**src/logic/crcx_regs.vh**
```
// register map, field positions, reset values and sizes of the crc engine
// assumes inclusion by bare name from the crc design files
`ifndef CRCX_REGS_VH
`define CRCX_REGS_VH

// ------------------------------------------------------------
// byte addresses on the axi4-lite bus
// ------------------------------------------------------------
`define CRCX_ADDR_W 8
`define CRCX_OFS_CHECK_CONTROL_0 8'h00
`define CRCX_OFS_CHECK_CONTROL_1 8'h04
`define CRCX_OFS_CHECK_ACCUMULATOR 8'h08
`define CRCX_OFS_GENERATOR_POLY_REG 8'h0C
`define CRCX_OFS_INPUT_WORD_LOW 8'h10
`define CRCX_OFS_INPUT_WORD_HIGH 8'h14
`define CRCX_OFS_IRQ_STATUS 8'h18
`define CRCX_OFS_IRQ_MASK 8'h1C

// ------------------------------------------------------------
// check_control_0 fields
// ------------------------------------------------------------
`define CRCX_C0_CALC_GO 0
`define CRCX_C0_AUGMENT 1
`define CRCX_C0_BIT_ORDER 2
`define CRCX_C0_BUSY 4
`define CRCX_C0_FULL 5

// ------------------------------------------------------------
// check_control_1 fields
// ------------------------------------------------------------
`define CRCX_C1_WORD_LEN_LSB 0
`define CRCX_C1_POLY_LEN_LSB 4
`define CRCX_LEN_W 4

// ------------------------------------------------------------
// irq bits, reset values, bus answers
// ------------------------------------------------------------
`define CRCX_IRQ_DONE 0
`define CRCX_RST_CTRL0 3'h0
`define CRCX_RST_CTRL1 8'h00
`define CRCX_RST_WORD 16'h0000
`define CRCX_RESP_OKAY 2'h0
`define CRCX_RESP_SLVERR 2'h2

`endif

```
**src/logic/crcx_top.v**
```verilog
// configurable crc engine with an axi4-lite register slave and scanner input
// assumes a single 20 MHz clock aclk and synchronous active-low reset aresetn;
// the scanner port is driven by logic on the same clock
//
// Summary of operation
// - words come from registers or scanner
// - polynomial up to 17 bits, length n-2
// - interior coefficients stored in bits 15:1
// - lowest coefficient always one, reads zero
// - xor feedback shift register divides
// - software seeds the accumulator before starting
// - result readable from the accumulator register
// - only word-length low bits used
// - order clear: msb first from word length
// - order set: lsb first, reversed order
// - low byte write loads the intermediate shifter
// - bits shift from intermediate shifter only
// - augment appends zero bits, poly length plus one
// - done flag set on busy falling edge
`timescale 1ns/10ps
`default_nettype none
`include "crcx_regs.vh"

module crcx_top #(
   parameter W = 16
) (
   // clock and reset
   input wire aclk,
   input wire aresetn,
   // axi4-lite write address
   input wire [`CRCX_ADDR_W-1:0] s_axi_awaddr,
   input wire s_axi_awvalid,
   output wire s_axi_awready,
   // axi4-lite write data
   input wire [31:0] s_axi_wdata,
   input wire [3:0] s_axi_wstrb,
   input wire s_axi_wvalid,
   output wire s_axi_wready,
   // axi4-lite write response
   output reg [1:0] s_axi_bresp,
   output reg s_axi_bvalid,
   input wire s_axi_bready,
   // axi4-lite read address
   input wire [`CRCX_ADDR_W-1:0] s_axi_araddr,
   input wire s_axi_arvalid,
   output wire s_axi_arready,
   // axi4-lite read data
   output reg [31:0] s_axi_rdata,
   output reg [1:0] s_axi_rresp,
   output reg s_axi_rvalid,
   input wire s_axi_rready,
   // program-memory scanner words
   input wire [W-1:0] scan_data,
   input wire scan_valid,
   output wire scan_ready,
   // interrupt
   output wire irq
);

   // ------------------------------------------------------------
   // state
   // ------------------------------------------------------------
   reg go_q, augment_q, order_q;
   reg [3:0] word_len_q, poly_len_q;
   reg [W-1:0] acc_q;
   reg [W-1:1] poly_q;
   reg [7:0] word_low_q, word_high_q;
   reg [W-1:0] shifter_q;
   reg [3:0] bit_cnt_q;
   reg data_act_q;
   reg aug_act_q, aug_pend_q;
   reg [3:0] aug_cnt_q;
   reg busy_prev_q;
   reg done_flag_q, done_mask_q;
   reg [`CRCX_ADDR_W-1:0] awaddr_q;
   reg [31:0] wdata_q;
   reg [3:0] wstrb_q;
   reg aw_full_q, w_full_q;

   wire busy;
   wire [W-1:0] step_out;
   wire wr_fire;
   reg [3:0] bit_idx;
   reg step_din;
   reg step_en;

   // ------------------------------------------------------------
   // byte-lane merge, used by the check_control_1, accumulator and polynomial writes
   // ------------------------------------------------------------
   function [31:0] lane_merge;
      input [31:0] old_val;
      input [31:0] new_val;
      input [3:0] strb;
      integer k;
      begin
         lane_merge = old_val;
         for (k = 0; k < 4; k = k + 1) begin
            if (strb[k]) begin
               lane_merge[8*k +: 8] = new_val[8*k +: 8];
            end
         end
      end
   endfunction

   function is_mapped;
      input [`CRCX_ADDR_W-1:0] a;
      begin
         is_mapped = (a[1:0] == 2'b00) && (a <= `CRCX_OFS_IRQ_MASK);
      end
   endfunction

   // ------------------------------------------------------------
   // axi4-lite write channel
   // ------------------------------------------------------------
   assign s_axi_awready = !aw_full_q;
   assign s_axi_wready = !w_full_q;
   assign wr_fire = aw_full_q && w_full_q && !s_axi_bvalid;

   always @(posedge aclk) begin
      if (!aresetn) begin
         aw_full_q <= 1'b0;
         w_full_q <= 1'b0;
         awaddr_q <= {`CRCX_ADDR_W{1'b0}};
         wdata_q <= 32'h0000_0000;
         wstrb_q <= 4'h0;
         s_axi_bvalid <= 1'b0;
         s_axi_bresp <= `CRCX_RESP_OKAY;
      end else begin
         if (s_axi_awvalid && !aw_full_q) begin
            aw_full_q <= 1'b1;
            awaddr_q <= s_axi_awaddr;
         end
         if (s_axi_wvalid && !w_full_q) begin
            w_full_q <= 1'b1;
            wdata_q <= s_axi_wdata;
            wstrb_q <= s_axi_wstrb;
         end
         if (wr_fire) begin
            aw_full_q <= 1'b0;
            w_full_q <= 1'b0;
            s_axi_bvalid <= 1'b1;
            s_axi_bresp <= is_mapped(awaddr_q) ? `CRCX_RESP_OKAY : `CRCX_RESP_SLVERR;
         end else if (s_axi_bvalid && s_axi_bready) begin
            s_axi_bvalid <= 1'b0;
         end
      end
   end

   // ------------------------------------------------------------
   // axi4-lite read channel
   // ------------------------------------------------------------
   assign s_axi_arready = !s_axi_rvalid;

   always @(posedge aclk) begin
      if (!aresetn) begin
         s_axi_rvalid <= 1'b0;
         s_axi_rdata <= 32'h0000_0000;
         s_axi_rresp <= `CRCX_RESP_OKAY;
      end else if (s_axi_arvalid && !s_axi_rvalid) begin
         s_axi_rvalid <= 1'b1;
         s_axi_rresp <= is_mapped(s_axi_araddr) ? `CRCX_RESP_OKAY : `CRCX_RESP_SLVERR;
         case (s_axi_araddr)
            `CRCX_OFS_CHECK_CONTROL_0:
               s_axi_rdata <= {26'h000_0000, data_act_q, busy, 1'b0, order_q, augment_q, go_q};
            `CRCX_OFS_CHECK_CONTROL_1:
               s_axi_rdata <= {24'h00_0000, poly_len_q, word_len_q};
            `CRCX_OFS_CHECK_ACCUMULATOR:
               s_axi_rdata <= {16'h0000, acc_q};
            `CRCX_OFS_GENERATOR_POLY_REG:
               s_axi_rdata <= {16'h0000, poly_q, 1'b0};
            `CRCX_OFS_INPUT_WORD_LOW:
               s_axi_rdata <= {24'h00_0000, word_low_q};
            `CRCX_OFS_INPUT_WORD_HIGH:
               s_axi_rdata <= {24'h00_0000, word_high_q};
            `CRCX_OFS_IRQ_STATUS:
               s_axi_rdata <= {31'h0000_0000, done_flag_q};
            `CRCX_OFS_IRQ_MASK:
               s_axi_rdata <= {31'h0000_0000, done_mask_q};
            default:
               s_axi_rdata <= 32'h0000_0000;
         endcase
      end else if (s_axi_rvalid && s_axi_rready) begin
         s_axi_rvalid <= 1'b0;
      end
   end

   // ------------------------------------------------------------
   // word intake from software or scanner
   // ------------------------------------------------------------
   wire wr_ctrl0 = wr_fire && (awaddr_q == `CRCX_OFS_CHECK_CONTROL_0) && wstrb_q[0];
   wire wr_low = wr_fire && (awaddr_q == `CRCX_OFS_INPUT_WORD_LOW) && wstrb_q[0];
   wire [31:0] wr_merged_ctrl = lane_merge({24'h00_0000, poly_len_q, word_len_q}, wdata_q, wstrb_q);
   wire [31:0] wr_merged_acc = lane_merge({16'h0000, acc_q}, wdata_q, wstrb_q);
   wire [31:0] wr_merged_poly = lane_merge({16'h0000, poly_q, 1'b0}, wdata_q, wstrb_q);
   // a word is taken only while the shifter is empty; a low write while full is dropped
   wire sw_load = wr_low && !data_act_q && !aug_act_q;
   assign scan_ready = go_q && !data_act_q && !aug_act_q && !sw_load;
   wire scan_load = scan_valid && scan_ready;
   wire go_falls = wr_ctrl0 && !wdata_q[`CRCX_C0_CALC_GO] && go_q;

   assign busy = data_act_q || aug_act_q;

   always @(posedge aclk) begin
      if (!aresetn) begin
         {order_q, augment_q, go_q} <= `CRCX_RST_CTRL0;
         {poly_len_q, word_len_q} <= `CRCX_RST_CTRL1;
         poly_q <= {(W-1){1'b0}};
         word_low_q <= 8'h00;
         word_high_q <= 8'h00;
         done_mask_q <= 1'b0;
      end else begin
         if (wr_ctrl0) begin
            go_q <= wdata_q[`CRCX_C0_CALC_GO];
            augment_q <= wdata_q[`CRCX_C0_AUGMENT];
            order_q <= wdata_q[`CRCX_C0_BIT_ORDER];
         end
         if (wr_fire && awaddr_q == `CRCX_OFS_CHECK_CONTROL_1) begin
            word_len_q <= wr_merged_ctrl[`CRCX_C1_WORD_LEN_LSB +: `CRCX_LEN_W];
            poly_len_q <= wr_merged_ctrl[`CRCX_C1_POLY_LEN_LSB +: `CRCX_LEN_W];
         end
         if (wr_fire && awaddr_q == `CRCX_OFS_GENERATOR_POLY_REG) begin
            poly_q <= wr_merged_poly[W-1:1];
         end
         if (wr_fire && awaddr_q == `CRCX_OFS_INPUT_WORD_HIGH && wstrb_q[0]) begin
            word_high_q <= wdata_q[7:0];
         end
         if (wr_low) begin
            word_low_q <= wdata_q[7:0];
         end else if (scan_load) begin
            {word_high_q, word_low_q} <= scan_data;
         end
         if (wr_fire && awaddr_q == `CRCX_OFS_IRQ_MASK && wstrb_q[0]) begin
            done_mask_q <= wdata_q[`CRCX_IRQ_DONE];
         end
      end
   end

   // ------------------------------------------------------------
   // shift sequencer
   // ------------------------------------------------------------
   always @* begin
      bit_idx = order_q ? (word_len_q - bit_cnt_q) : bit_cnt_q;
      step_din = 1'b0;
      step_en = 1'b0;
      // a word still in flight when go drops finishes ahead of the zeros
      if (data_act_q && (go_q || aug_act_q)) begin
         step_din = shifter_q[bit_idx];
         step_en = 1'b1;
      end else if (aug_act_q) begin
         step_en = 1'b1;
      end
   end

   crcx_step #(
      .W(W)
   ) u_step (
      .acc_in(acc_q),
      .din(step_din),
      .poly_hi(poly_q),
      .top_idx(poly_len_q),
      .acc_out(step_out)
   );

   always @(posedge aclk) begin
      if (!aresetn) begin
         acc_q <= `CRCX_RST_WORD;
         shifter_q <= `CRCX_RST_WORD;
         bit_cnt_q <= 4'h0;
         data_act_q <= 1'b0;
         aug_act_q <= 1'b0;
         aug_pend_q <= 1'b0;
         aug_cnt_q <= 4'h0;
      end else begin
         if (sw_load || scan_load) begin
            // bits above the word length never reach the divider
            shifter_q <= sw_load ? {word_high_q, wdata_q[7:0]} : scan_data;
            bit_cnt_q <= word_len_q;
            data_act_q <= 1'b1;
         end else if (step_en && data_act_q) begin
            bit_cnt_q <= bit_cnt_q - 4'h1;
            if (bit_cnt_q == 4'h0) begin
               data_act_q <= 1'b0;
               aug_pend_q <= 1'b1;
            end
         end
         // zeros follow the last word once software drops go
         if (go_falls && augment_q && (aug_pend_q || data_act_q)) begin
            aug_act_q <= 1'b1;
            aug_cnt_q <= poly_len_q;
            aug_pend_q <= 1'b0;
         end else if (aug_act_q && !data_act_q) begin
            aug_cnt_q <= aug_cnt_q - 4'h1;
            if (aug_cnt_q == 4'h0) begin
               aug_act_q <= 1'b0;
            end
         end else if (go_falls) begin
            aug_pend_q <= 1'b0;
         end
         if (step_en) begin
            acc_q <= step_out;
         end else if (wr_fire && awaddr_q == `CRCX_OFS_CHECK_ACCUMULATOR && !busy) begin
            acc_q <= wr_merged_acc[W-1:0];
         end
      end
   end

   // ------------------------------------------------------------
   // completion interrupt
   // ------------------------------------------------------------
   wire wr_status_clr = wr_fire && awaddr_q == `CRCX_OFS_IRQ_STATUS && wstrb_q[0]
                        && wdata_q[`CRCX_IRQ_DONE];

   always @(posedge aclk) begin
      if (!aresetn) begin
         busy_prev_q <= 1'b0;
         done_flag_q <= 1'b0;
      end else begin
         busy_prev_q <= busy;
         // a fall in the clearing cycle still sets the flag
         if (busy_prev_q && !busy) begin
            done_flag_q <= 1'b1;
         end else if (wr_status_clr) begin
            done_flag_q <= 1'b0;
         end
      end
   end

   assign irq = done_flag_q && done_mask_q;

endmodule // crcx_top

`default_nettype wire

```
**src/logic/crcx_step.v**
```verilog
// one bit of crc polynomial division for a configurable width
// assumes the caller supplies a stable configuration; purely combinational
`timescale 1ns/10ps
`default_nettype none

module crcx_step #(
   parameter W = 16
) (
   // current state
   input wire [W-1:0] acc_in,
   input wire din,
   // configuration
   input wire [W-1:1] poly_hi,
   input wire [3:0] top_idx,
   // result
   output reg [W-1:0] acc_out
);

   reg [W-1:0] mask;
   reg fb;
   integer i;

   always @* begin
      mask = {W{1'b0}};
      for (i = 0; i < W; i = i + 1) begin
         if (i <= top_idx) begin
            mask[i] = 1'b1;
         end
      end
      // data enters at bit 0 and the bit leaving the top decides the feedback,
      // so only the trailing zeros of augmented mode yield the check value
      fb = acc_in[top_idx];
      acc_out = {acc_in[W-2:0], din} & mask;
      if (fb) begin
         // lowest coefficient always taken as one
         acc_out = acc_out ^ ({poly_hi, 1'b1} & mask);
      end
   end

endmodule // crcx_step

`default_nettype wire

```
**config.mk**
```make
export PLATFORM = sky130hd
export DESIGN_NAME = crcx_top
export DESIGN_NICKNAME = d
export VERILOG_FILES = /design/src/logic/crcx_top.v /design/src/logic/crcx_step.v
export VERILOG_INCLUDE_DIRS = /design/src /design/src/logic
export SDC_FILE = /design/constraint.sdc
export NUM_CORES = 1
export LEC_CHECK = 0
export BUFFER_PORTS_ARGS = -buffer_cell sky130_fd_sc_hd__buf_2
export CAP_MARGIN = 20
export CORE_UTILIZATION = 32
export DETAILED_ROUTE_END_ITERATION = 10
export PLACE_DENSITY = 0.59
export SETUP_SLACK_MARGIN = 0.15
export SYNTH_ARGS = -nofsm -noshare
export SYNTH_HDL_FRONTEND = slang
export SYNTH_SLANG_ARGS = --single-unit
```
**constraint.sdc**
```tcl
create_clock -name aclk -period 3.8 [get_ports aclk]
set_input_delay 0.95 -clock aclk [delete_from_list [all_inputs] [get_ports aclk]]
set_output_delay 0.95 -clock aclk [all_outputs]
set_load 0.02 [all_outputs]
```
==> impl_metrics.tcl <==
set metrics [dict create \
    gr-total-overflow 0 \
    core_area_mm2 0.0203 \
    synth_ff_type "dfxtp_1" \
    cts_inserted_buffers 17 \
    grt_pass1_vias 5336 \
    root_buffer "clkbuf_16" \
    cts.sink_count 136 \
    synth_edf_count 0 \
    final_hold_viol_count 0 \
    path_clk_slew_ns 0.06 \
    timing.slew.headroom_pct 37.2 \
    hold_path_class "reg -> reg" \
    crit_slowest_cell "nor3_1" \
    drive_gt1_share_pct 17.4 \
    first_iter_violations 502 \
    diodes 0 \
    synth_cells 800 \
    start_util_pct 32.8 \
    grt_pass1_wl_um 29600 \
    status "finished clean" \
    timing.rr.end "acc_q[0]$_SDFFE_PN0P_" \
    hold_path.startpoint "busy_prev_q$_SDFF_PN0_" \
    cts.htree.levels 4 \
    drtAntennaViolNets 0 \
    finalNetCount 938 \
    crit_buf_inv 2 \
    cts_tree "done" \
    r2r_cells 10 \
    setup-violations-final 0 \
    syn_avg_cell_area_um2 8.33 \
    yosysUniqueCellTypes 60 \
    num_vias 5877 \
    fin_setup_tns_ns 0 \
    worstPathArrival_ns 2.07 \
    ios 119 \
    yosys_register_bits 136 \
    worstSetupStartpointType "flop" \
    drt_wl_total_um 18600 \
    cts_resized 0 \
    setup_slack_ns 0.777 \
    slew_violations 0 \
    cp.required_ns 2.85 \
    grt_antenna_before_repair 0 \
    hold_end "done_flag_q$_SDFFE_PN0P_" \
    dp_slack_ns 0.699 \
    crit_fanout 12 \
    cpPeakStageDelay_ns 0.48 \
    multiInputGateArea_mm2 0.00361 \
    grt_use_total_pct 17.5 \
    netlist.area_leader.share_pct 40.8 \
    rrSetupSlack_ns 0.96 \
    synth_area_leader_cell "dfxtp_1" \
    layout_commonest_cell "dfxtp_1" \
    hpwl_um 13100 \
    clock_path_buffers 2 \
    grt_max_degree 76 \
    seq_area_mm2 0.00272 \
    drv_cap 0 \
    port_buffers 82 \
    crit_family "simple AND/OR/NAND/NOR gates" \
    avgViaCountPerCell 5.16 \
    post_cts_buffers 0 \
    ir_worst_vdd_v 0.000323 \
    fp-row-count 52 \
    rsz0062_at_grt "no" \
    drc 0 \
    die-area_mm2 0.0214 \
    worst_slew_pin_slew_ns 0.942 \
    synth_area_leaders "dfxtp_1, nand2_1, mux2i_1" \
    gp_congestion 0.827 \
    cp.depth 6 \
    period_share_pct 79.6 \
    synth-seq-area-share_pct 40.8 \
    pwr_density_cell_mw_per_mm2 424 \
    die_w_um 146 \
    worstSetupPathType "reg -> out" \
    clkLatencyLatePin_ns 0.42 \
    cp_common_cell "nor2_1" \
    p_leak_nw 2.88 \
    layout_common_cells "dfxtp_1, nand2_1, buf_2, nor2_1, a21oi_1" \
    netlist_area_mm2 0.00667 \
    reg2reg_from "bit_cnt_q[0]$_SDFFE_PN0P_" \
    fin_crit_ns 3.02 \
    ys_warn_count 0 \
    fillers 2106 \
    drtPass1Iterations 6 \
    worstPathCellList "nor3_1 -> nand3_1 -> nor2_1 -> buf_4 -> nor2_1 -> buf_2" \
    holdBufCountCts 0 \
    syn_to_final_growth_pct 16.7 \
    fin_worst_skew_ns 0.0132 \
    async_flop_share_pct 0 \
    max_freq_mhz 331 \
    avgRoutedWirePerCell_um 16.3 \
    endpoint_kind "primary output" \
    whs_path_depth 2 \
    chipHeight_um 146 \
]
## worst max-delay path by stage
stage	start	end	slack (ns)
final	awaddr_q[7]$_SDFFE_PN0P_	scan_ready	0.78
after global routing	awaddr_q[7]$_SDFFE_PN0P_	scan_ready	0.69
after CTS	awaddr_q[7]$_SDFFE_PN0P_	scan_ready	0.80
after detailed placement	s_axi_araddr[1]	s_axi_rdata[6]$_SDFFE_PN0P_	0.70
after global placement	s_axi_araddr[1]	s_axi_rdata[6]$_SDFFE_PN0P_	0.73
after floorplan	bit_cnt_q[0]$_SDFFE_PN0P_	acc_q[0]$_SDFFE_PN0P_	1.10
## flip-flops by register name, summed over array words and instances (netlist names), 8 cells and up
signal / count
acc_q: 16
s_axi_rdata: 16
shifter_q: 16
wdata_q: 16
poly_q: 15
awaddr_q: 8
word_high_q: 8
word_low_q: 8
## metrics by stage
step | instance area [um^2] | total power, mW | utilization (%) | hold WS (ns) | cells
2_1_floorplan | 6730 | 1.64 | - | 0.422 | 817
3_3_place_gp | 7210 | 1.71 | 35.5 | 0.434 | 1107
3_5_place_dp | 7210 | 1.71 | 35.5 | 0.438 | 1107
4_1_cts | 7770 | 3.32 | 38.3 | 0.445 | 1139
5_1_grt | 7770 | 3.41 | 38.3 | 0.452 | 1139
6_report | 7770 | 3.29 | 38.3 | 0.442 | 1139
## synth_stat cells (all sizes together), types with 11 or more instances
cell type  number
mux2i          37
a31oi          20
o21ai          53
clkbuf         42
nand3          22
buf            30
xnor2          11
nor3           15
dfxtp         136
inv            13
nor2           76
mux4           12
a22oi          23
nand2         134
a21oi          59
## report_power, final
group	leakage, nW	switching (mW)	internal, mW
clock network	0.268	0.698	0.918
registers	1.10	0.0341	1.45
logic	1.51	0.124	0.0662
total	2.88	0.855	2.44
## layout make-up
type / count / share of cell area [%]
clock buffers: 18 / 5.52
flip-flops and latches: 136 / 35.0
multi-input cells: 596 / 46.4
repair buffers: 92 / 6.24
clock inverters: 14 / 1.80
well taps: 270 / 4.35
inverters: 13 / 0.628
## logic make-up after synthesis
logic type | count (synthesis) | share of synthesized area, %
other | 1 | 0.0563
DFF | 136 | 40.8
AOI/OAI and AO/OA | 208 | 19.6
xor gates and xnor gates | 16 | 2.10
and+or+nand+nor | 292 | 19.4
muxes | 56 | 10.8
buffers and inverters | 85 | 6.03
adders and majority gates | 6 | 1.24
## worst register-to-register path: cells and delay by family (launching register included)
| family | cells | cell delay (ns) |
|---|---|---|
| compound gates | 3 | 0.52 |
| xor+xnor | 1 | 0.18 |
| fa+ha+maj | 2 | 0.65 |
| buf+inv | 2 | 0.25 |
| flops | 1 | 0.45 |
| mux | 2 | 0.68 |
## per-layer routing
| metal | vias to the layer above | share of wire, % | GRT usage (%) |
|---|---|---|---|
| met5 | - | 0 | 0 |
| met4 | 0 | 1.1 | 4.32 |
| met3 | 18 | 6.2 | 4.25 |
| met2 | 190 | 43 | 25.6 |
| met1 | 2752 | 49 | 25.6 |
| li1 | 2917 | - | - |
No activity file was read; power rests on OpenSTA's default activity.
